===== src/core_status_params.svh =====
/*
 * Constants for the core status and timer configuration register logic.
 * Assumes inclusion by bare name from the core_status_regs design module.
 */
// Overview of operation
// - rotate through carry loads carry with the bit shifted out
// - eight-bit write-only timer configuration register, never read back
// - configuration-load instruction copies the whole accumulator into it
// - any reset sets all eight configuration bits to one
// - wake bit set on pin-change reset, cleared on every other reset
// - status holds a program page select bit for larger program memories
// - flag-updating writes to status skip flags; timeout/powerdown read-only
`ifndef CORE_STATUS_PARAMS_SVH
`define CORE_STATUS_PARAMS_SVH

`define STATUS_ADDR 5'h03
`define BIT_WAKE 7
`define BIT_PAGE 5
`define BIT_TIMEOUT 4
`define BIT_POWERDOWN 3
`define BIT_Z 2
`define BIT_NIB_C 1
`define BIT_C 0
`define STATUS_RESET 8'h18
`define CFG_RESET 8'hFF

`endif


===== src/core_status_pkg.sv =====
/*
 * Types shared by the status register logic.
 * Assumes the datapath decodes one operation per cycle.
 */
`default_nettype none
package core_status_pkg;
	typedef enum logic [2:0] {
		OP_NONE,
		OP_ADD,
		OP_SUB,
		OP_ROT_RIGHT,
		OP_ROT_LEFT,
		OP_LOGIC,
		OP_MOVE
	} alu_op_type;

	typedef struct packed {
		logic valid;
		alu_op_type op;
		logic [7:0] file_val;
		logic [7:0] acc;
		logic to_file;
		logic [4:0] addr;
	} alu_req_type;

	typedef struct packed {
		logic [7:0] result;
		logic z;
		logic nib_c;
		logic c;
		logic upd_z;
		logic upd_c;
		logic upd_nib_c;
	} alu_res_type;

	typedef enum logic [1:0] {
		RST_POR,
		RST_PIN,
		RST_WAKE,
		RST_WDT
	} reset_cause_type;
endpackage
`default_nettype wire


===== src/core_status_regs.sv =====
/*
 * Core status register and write-only timer configuration register.
 * Assumes a single core clock; reset cause is held stable during reset
 * and sampled by the first clock after release.
 */
`timescale 1ns/1ps
`default_nettype none
`include "core_status_params.svh"
module core_status_regs (
	input wire logic I_CLOCK,
	input wire logic I_SYS_RST,
	input wire core_status_pkg::reset_cause_type I_RESET_CAUSE,
	input wire core_status_pkg::alu_req_type I_REQ,
	input wire logic I_CFG_LOAD,
	input wire logic I_WDT_KICK,
	input wire logic I_SLEEP,
	input wire logic I_WDT_TIMEOUT,
	output logic [7:0] O_STATUS,
	output logic [7:0] O_RESULT,
	output logic [7:0] O_TIMER_CFG,
	output logic O_PAGE_SELECT
);
	import core_status_pkg::*;

	alu_res_type res;
	logic [7:0] status_q, status_d;
	logic [7:0] cfg_q, cfg_d;
	logic [7:0] result_q, result_d;
	logic cause_pend_q, cause_pend_d;
	logic st_write;

	// ------------------------------------------------------------
	// flag generation
	// ------------------------------------------------------------
	core_status_alu u_alu (
		.i_req(I_REQ),
		.i_carry(status_q[`BIT_C]),
		.o_res(res)
	);

	assign st_write = I_REQ.valid && I_REQ.to_file &&
		(I_REQ.addr == `STATUS_ADDR);

	// ------------------------------------------------------------
	// next state
	// ------------------------------------------------------------
	always_comb begin
		status_d = status_q;
		cfg_d = cfg_q;
		result_d = result_q;
		cause_pend_d = 1'b0;
		if (I_REQ.valid) begin
			result_d = res.result;
			if (st_write) begin
				// timeout and powerdown stay hardware-owned
				status_d[`BIT_WAKE] = res.result[`BIT_WAKE];
				status_d[6] = 1'b0;
				status_d[`BIT_PAGE] = res.result[`BIT_PAGE];
				if (!res.upd_z)
					status_d[`BIT_Z] = res.result[`BIT_Z];
				if (!res.upd_nib_c)
					status_d[`BIT_NIB_C] = res.result[`BIT_NIB_C];
				if (!res.upd_c)
					status_d[`BIT_C] = res.result[`BIT_C];
			end
			if (res.upd_z)
				status_d[`BIT_Z] = res.z;
			if (res.upd_nib_c)
				status_d[`BIT_NIB_C] = res.nib_c;
			if (res.upd_c)
				status_d[`BIT_C] = res.c;
		end
		if (cause_pend_q) begin
			// cause is known only once reset has let go; it beats a
			// software write to the wake bit in the same cycle
			status_d[`BIT_WAKE] = (I_RESET_CAUSE == RST_WAKE);
			if (I_RESET_CAUSE == RST_POR) begin
				status_d[`BIT_TIMEOUT] = 1'b1;
				status_d[`BIT_POWERDOWN] = 1'b1;
			end
			if (I_RESET_CAUSE == RST_WDT)
				status_d[`BIT_TIMEOUT] = 1'b0;
		end
		if (I_CFG_LOAD)
			cfg_d = I_REQ.acc;
		if (I_WDT_KICK) begin
			status_d[`BIT_TIMEOUT] = 1'b1;
			status_d[`BIT_POWERDOWN] = 1'b1;
		end
		if (I_SLEEP) begin
			status_d[`BIT_TIMEOUT] = 1'b1;
			status_d[`BIT_POWERDOWN] = 1'b0;
		end
		if (I_WDT_TIMEOUT)
			status_d[`BIT_TIMEOUT] = 1'b0;
	end

	// ------------------------------------------------------------
	// registers
	// ------------------------------------------------------------
	always_ff @(posedge I_CLOCK or posedge I_SYS_RST) begin
		if (I_SYS_RST) begin
			status_q <= `STATUS_RESET;
			cfg_q <= `CFG_RESET;
			result_q <= 8'h00;
			cause_pend_q <= 1'b1;
		end else begin
			status_q <= status_d;
			cfg_q <= cfg_d;
			result_q <= result_d;
			cause_pend_q <= cause_pend_d;
		end
	end

	// config has no read path into the file: only the timer sees it
	always_comb begin
		O_TIMER_CFG = cfg_q;
		O_STATUS = status_q;
		O_RESULT = result_q;
		O_PAGE_SELECT = status_q[`BIT_PAGE];
	end

	// ------------------------------------------------------------
	// checks
	// ------------------------------------------------------------
	property p_add_nib_carry;
		@(posedge I_CLOCK) disable iff (I_SYS_RST)
		(I_REQ.valid && I_REQ.op == OP_ADD && !cause_pend_q && !I_CFG_LOAD)
		|=> status_q[`BIT_NIB_C] ==
		(({1'b0, $past(I_REQ.file_val[3:0])} +
		{1'b0, $past(I_REQ.acc[3:0])}) > 5'h0F);
	endproperty
	a_add_nib_carry: assert property (p_add_nib_carry)
		else $error("nibble carry wrong after add");

	property p_rot_right;
		@(posedge I_CLOCK) disable iff (I_SYS_RST)
		(I_REQ.valid && I_REQ.op == OP_ROT_RIGHT)
		|=> status_q[`BIT_C] == $past(I_REQ.file_val[0]);
	endproperty
	a_rot_right: assert property (p_rot_right)
		else $error("carry not loaded from lsb on rotate right");

	property p_rot_left;
		@(posedge I_CLOCK) disable iff (I_SYS_RST)
		(I_REQ.valid && I_REQ.op == OP_ROT_LEFT)
		|=> status_q[`BIT_C] == $past(I_REQ.file_val[7]);
	endproperty
	a_rot_left: assert property (p_rot_left)
		else $error("carry not loaded from msb on rotate left");

	property p_cfg_hold;
		@(posedge I_CLOCK) disable iff (I_SYS_RST)
		!I_CFG_LOAD |=> $stable(O_TIMER_CFG);
	endproperty
	a_cfg_hold: assert property (p_cfg_hold)
		else $error("config changed without load");

	property p_cfg_load;
		@(posedge I_CLOCK) disable iff (I_SYS_RST)
		I_CFG_LOAD |=> O_TIMER_CFG == $past(I_REQ.acc);
	endproperty
	a_cfg_load: assert property (p_cfg_load)
		else $error("config not loaded from accumulator");

	property p_cfg_reset;
		@(posedge I_CLOCK)
		$fell(I_SYS_RST) |-> O_TIMER_CFG == `CFG_RESET;
	endproperty
	a_cfg_reset: assert property (p_cfg_reset)
		else $error("config not all ones after reset");

	property p_wake;
		@(posedge I_CLOCK) disable iff (I_SYS_RST)
		cause_pend_q |=>
		status_q[`BIT_WAKE] == ($past(I_RESET_CAUSE) == RST_WAKE);
	endproperty
	a_wake: assert property (p_wake)
		else $error("wake bit does not match reset cause");

	property p_page;
		@(posedge I_CLOCK) disable iff (I_SYS_RST)
		st_write |=> O_PAGE_SELECT == $past(res.result[`BIT_PAGE]);
	endproperty
	a_page: assert property (p_page)
		else $error("page select not written");

	property p_hw_flags_ro;
		@(posedge I_CLOCK) disable iff (I_SYS_RST)
		(st_write && !cause_pend_q && !I_WDT_KICK && !I_SLEEP
		&& !I_WDT_TIMEOUT) |=>
		$stable(status_q[`BIT_TIMEOUT:`BIT_POWERDOWN]);
	endproperty
	a_hw_flags_ro: assert property (p_hw_flags_ro)
		else $error("timeout or powerdown written by software");

	property p_sleep;
		@(posedge I_CLOCK) disable iff (I_SYS_RST)
		(I_SLEEP && !I_WDT_TIMEOUT) |=>
		status_q[`BIT_TIMEOUT] && !status_q[`BIT_POWERDOWN];
	endproperty
	a_sleep: assert property (p_sleep)
		else $error("sleep did not set timeout and clear powerdown");

	c_add: cover property (@(posedge I_CLOCK) I_REQ.valid &&
		I_REQ.op == OP_ADD && st_write);
	c_load: cover property (@(posedge I_CLOCK) I_CFG_LOAD);
	c_wdt: cover property (@(posedge I_CLOCK) I_WDT_TIMEOUT);
	c_rot: cover property (@(posedge I_CLOCK) I_REQ.valid &&
		I_REQ.op == OP_ROT_LEFT);
endmodule
`default_nettype wire


===== src/core_status_alu.sv =====
/*
 * Arithmetic and rotate flag generation.
 * Assumes the request is valid and stable for the current cycle.
 */
`timescale 1ns/1ps
`default_nettype none
module core_status_alu
	import core_status_pkg::*;
(
	input wire core_status_pkg::alu_req_type i_req,
	input wire logic i_carry,
	output core_status_pkg::alu_res_type o_res
);
	logic [8:0] sum;
	logic [4:0] nib;

	always_comb begin
		o_res = '0;
		sum = 9'h000;
		nib = 5'h00;
		case (i_req.op)
			OP_ADD: begin
				sum = {1'b0, i_req.file_val} + {1'b0, i_req.acc};
				nib = {1'b0, i_req.file_val[3:0]} + {1'b0, i_req.acc[3:0]};
				o_res.result = sum[7:0];
				o_res.c = sum[8];
				o_res.nib_c = nib[4];
				o_res.upd_c = 1'b1;
				o_res.upd_nib_c = 1'b1;
				o_res.upd_z = 1'b1;
			end
			OP_SUB: begin
				// two's complement add: carry out means no borrow
				sum = {1'b0, i_req.file_val} + {1'b0, ~i_req.acc} + 9'h001;
				nib = {1'b0, i_req.file_val[3:0]} + {1'b0, ~i_req.acc[3:0]}
					+ 5'h01;
				o_res.result = sum[7:0];
				o_res.c = sum[8];
				o_res.nib_c = nib[4];
				o_res.upd_c = 1'b1;
				o_res.upd_nib_c = 1'b1;
				o_res.upd_z = 1'b1;
			end
			OP_ROT_RIGHT: begin
				o_res.result = {i_carry, i_req.file_val[7:1]};
				o_res.c = i_req.file_val[0];
				o_res.upd_c = 1'b1;
			end
			OP_ROT_LEFT: begin
				o_res.result = {i_req.file_val[6:0], i_carry};
				o_res.c = i_req.file_val[7];
				o_res.upd_c = 1'b1;
			end
			OP_LOGIC: begin
				o_res.result = i_req.acc;
				o_res.upd_z = 1'b1;
			end
			OP_MOVE: begin
				o_res.result = i_req.acc;
			end
			default: begin
				o_res.result = i_req.file_val;
			end
		endcase
		o_res.z = (o_res.result == 8'h00);
	end
endmodule
`default_nettype wire


===== config.mk =====
export PLATFORM = sky130hd
export DESIGN_NAME = core_status_regs
export DESIGN_NICKNAME = d
export VERILOG_FILES = /design/src/core_status_pkg.sv /design/src/core_status_regs.sv /design/src/core_status_alu.sv
export VERILOG_INCLUDE_DIRS = /design/src
export SDC_FILE = /design/constraint.sdc
export NUM_CORES = 1
export LEC_CHECK = 0
export ABC_AREA = 1
export ABC_CLOCK_PERIOD_IN_PS = 1600
export BUFFER_PORTS_ARGS = -buffer_cell sky130_fd_sc_hd__buf_2
export CAP_MARGIN = 20
export CELL_PAD_IN_SITES_DETAIL_PLACEMENT = 1
export CELL_PAD_IN_SITES_GLOBAL_PLACEMENT = 1
export CORE_UTILIZATION = 38
export DETAILED_ROUTE_END_ITERATION = 16
export PLACE_DENSITY = 0.79
export SLEW_MARGIN = 30
export SYNTH_ARGS = -nofsm -noshare
export SYNTH_HDL_FRONTEND = slang
export SYNTH_HIERARCHICAL = 1
export SYNTH_SLANG_ARGS = --single-unit

===== constraint.sdc =====
create_clock -name I_CLOCK -period 1.6 [get_ports I_CLOCK]
set_input_delay 0.16 -clock I_CLOCK [delete_from_list [all_inputs] [get_ports I_CLOCK]]
set_output_delay 0.16 -clock I_CLOCK [all_outputs]
set_load 0.03 [all_outputs]

==> impl_metrics.yaml <==
critical_path:
  worstReg2RegStart: "O_STATUS[0]"
  reg2reg_depth: 11
  reg2reg_slack_ps: -130
  crit_chain: "buf_12 > inv_16 > ha_4 > inv_2 > fa_2 > nor2_1 > nor2_1 > a22oi_2 > nand3_1 > nor2_2 > nand3_1 > nor2_1 > nand2_1 > nand2_1 > nand3_2 > nand2_1"
  critPathArrivalTime_ps: 2040
  max_stage_delay_ps: 410
  crit_type: "primary input to flop"
  path_max_fanout: 4
  path_delay_family: "simple AND/OR/NAND/NOR gates"
  start_kind: "primary input"
  r2r_end: "O_STATUS[2]"
  critical_path_buf_inv_count: 3
  worst_ep_required_time_ps: 1810
  slowest_stage: "fa_2"
  endpoint_kind: "flop"
grt:
  antenna_found_initial: 0
  gr-total-overflow: 0
  first_global_vias: 2700
  grt_max_degree: 25
  grt_pass1_wl_um: 12900
  track_usage_pct: 26.4
timing:
  rsz0062_at_grt: "yes"
  hold_viol_final: 0
  setup_viol: 7
  drv_slew: 0
  timing.setup.tns_ps: -761
  fin_ws_ps: -229
  fin_crit_ps: 1830
  fin_crit_sh_pct: 114
  fmax_mhz: 547
  finClkSkew_ps: 3.95
routing:
  drc: 0
  antenna_left: 0
  routed_via_density: 5.23
  dr_total_vias: 2744
  met2_length_um: 4960
  dr.max_layer_used: "met4"
  met3_length_um: 386
  wl_met1_um: 3800
  wl_um: 9440
  drt-wirelength-per-cell_um: 18.0
  drt_iter0_drc: 201
  firstDrtPassIters: 4
logic_synthesis:
  synth-async-reset-ratio_pct: 100
  synth-main-ff-cell: "dfrtp_1"
  synthTopCellsByCount: "nand2_1 (91), inv_1 (50), nand3_1 (35)"
  synth.distinct_cells: 35
  synthCells: 327
  netlist_area_mm2: 0.00230
  synth_warnings: 6
  synth.most_common_cell: "nand2_1"
  syn_avg_cell_area_um2: 7.03
  synth.largest_area_cell: "nand2_1"
  ys_top_cells_by_area: "nand2_1 (15%), dfrtp_1 (14%), dfstp_2 (13%)"
  ys_seq_area_share_pct: 26.7
  synth-seq-cells: 24
  synth-edff-count: 0
  netlist.area_leader.share_pct: 14.9
power:
  p_switching_mw: 1.04
  clock_power_share_pct: 15.3
  powerDensity_mw_per_mm2: 694
  seqPwrFrac_pct: 31.0
  switching_share_pct: 42.0
  vdd_drop_max_mv: 0.397
  p_comb_share_pct: 53.7
  power_leakage_nw: 1.89
  power.internal_mw: 1.43
cts:
  path_clk_slew_ps: 80
  htree_levels: 1
  numClockSinks: 24
  ctsRootBufferMaster: "clkbuf_8"
  tritoncts: "yes"
  clk_path_buf_depth: 2
  clock_latency_ps: 270
  cts_made_buffers: 3
floorplanning:
  core_area_mm2: 0.00568
  placementRows: 27
  die_x_um: 79.8
  initial_core_util_pct: 40.5
  die_area_mm2: 0.00636
  ios: 59
  die_h_um: 79.8
min_path:
  hold_path_startpoint: "I_SLEEP"
  hold_class: "primary input to flop"
  worstHoldPathCells: 2
  min_to: "O_STATUS[3]"
cells_and_area:
  area_growth_syn_to_layout_pct: 54.4
  utilization_pct: 62.5
  drive_above_1_share_pct: 52.1
  diodes: 0
  nets: 507
  nFillCells: 744
flow_run:
  maxCapViolCount: 0
placed_design:
  port-buffer-count: 57
  dpl.hpwl_um: 6500
  place.gp.congestion: 0.911
run_status:
  status: "finished, violations left"
  violations: "negative setup slack"
## registers in the layout, summed over array words and instances, names as in the netlist
| signal | flops |
|---|---|
| O_RESULT | 8 |
| O_STATUS | 7 |
| O_TIMER_CFG | 8 |
| cause_pend_q | 1 |
## power groups by stage
stage	clock, mW	sequential, mW	combinational [mW]
after floorplan	0	0.951	0.490
after global placement	0	0.767	1.08
after detailed placement	0	0.772	1.11
after CTS	0.378	0.762	1.15
after global routing	0.399	0.777	1.42
final	0.376	0.764	1.32
## worst max path at each step
stage	startpoint	endpoint	cells after the start
floorplan	I_REQ[14]	O_RESULT[2]	11
detailed placement	I_REQ[14]	O_STATUS[2]	16
global placement	I_REQ[14]	O_STATUS[2]	16
CTS	I_REQ[14]	O_STATUS[2]	16
global route	I_REQ[9]	O_STATUS[2]	17
finish	I_REQ[14]	O_STATUS[2]	16
## layer usage
metal	vias up	GRT usage, %
met5	-	0
met4	0	3.39
met3	27	3.43
met2	95	49.2
met1	1328	33.0
li1	1294	-
## layout by cell type (no fill, tap or decap), drive strengths merged, types with 2 or more instances in the layout
master / synthesis / layout
dfstp: 11 / 11
fa: 2 / 2
nand3b: 2 / 2
mux2: 15 / 15
nand2: 99 / 99
a21oi: 15 / 15
a22oi: 2 / 2
dlygate4sd3: 0 / 2
dfrtp: 13 / 13
buf: 7 / 126
nand4: 7 / 7
clkbuf: 0 / 4
nand3: 38 / 38
o21ai: 9 / 9
nor2: 25 / 25
conb: 1 / 2
o22ai: 4 / 4
ha: 17 / 17
inv: 56 / 56
## area by class of cell
type,instances,area (um2),area share [%]
Multi-Input combinational cell,241,1700,47.9
Tap cell,72,90.1,2.54
Timing Repair Buffer,128,870,24.5
Clock buffer,4,45.0,1.27
Sequential cell,24,614,17.3
Inverter,56,229,6.45
## repair_timing
item | CTS | global route
setup buffers | 4 | 9
hold buffers | 2 | 0
resized for setup | 22 | 53
hold endpoints to repair | 14 | 0
pin swaps | 14 | 40
endpoints found under the setup margin | 7 | 10
## metrics by stage
step                      hold WS [ps]  cell area [um2]  setup slack, ps  power, mW  cells
after floorplan                    166             2400            -7.65       1.44    328
final                             11.7             3550             -229       2.46    525
after global routing              19.5             3550             -360       2.59    525
after detailed placement           221             3140             -524       1.88    508
after global placement             222             3140             -431       1.85    508
after CTS                         17.4             3300             -120       2.29    518
## cells by family (layout without fill, tap and decap cells)
| group | after synthesis | after routing | share of synthesized area [%] |
|---|---|---|---|
| AND/OR/NAND/NOR | 173 | 173 | 35.0 |
| buffers and inverters | 63 | 188 | 11.4 |
| AO/OA/AOI/OAI | 31 | 31 | 7.95 |
| flip-flops | 24 | 24 | 26.7 |
| adder cells (fa/ha/maj) | 19 | 19 | 11.0 |
| multiplexers | 15 | 15 | 7.35 |
| other | 1 | 2 | 0.163 |
| XOR/XNOR | 1 | 1 | 0.381 |
Note: power is estimated with default switching activity, not from simulation.
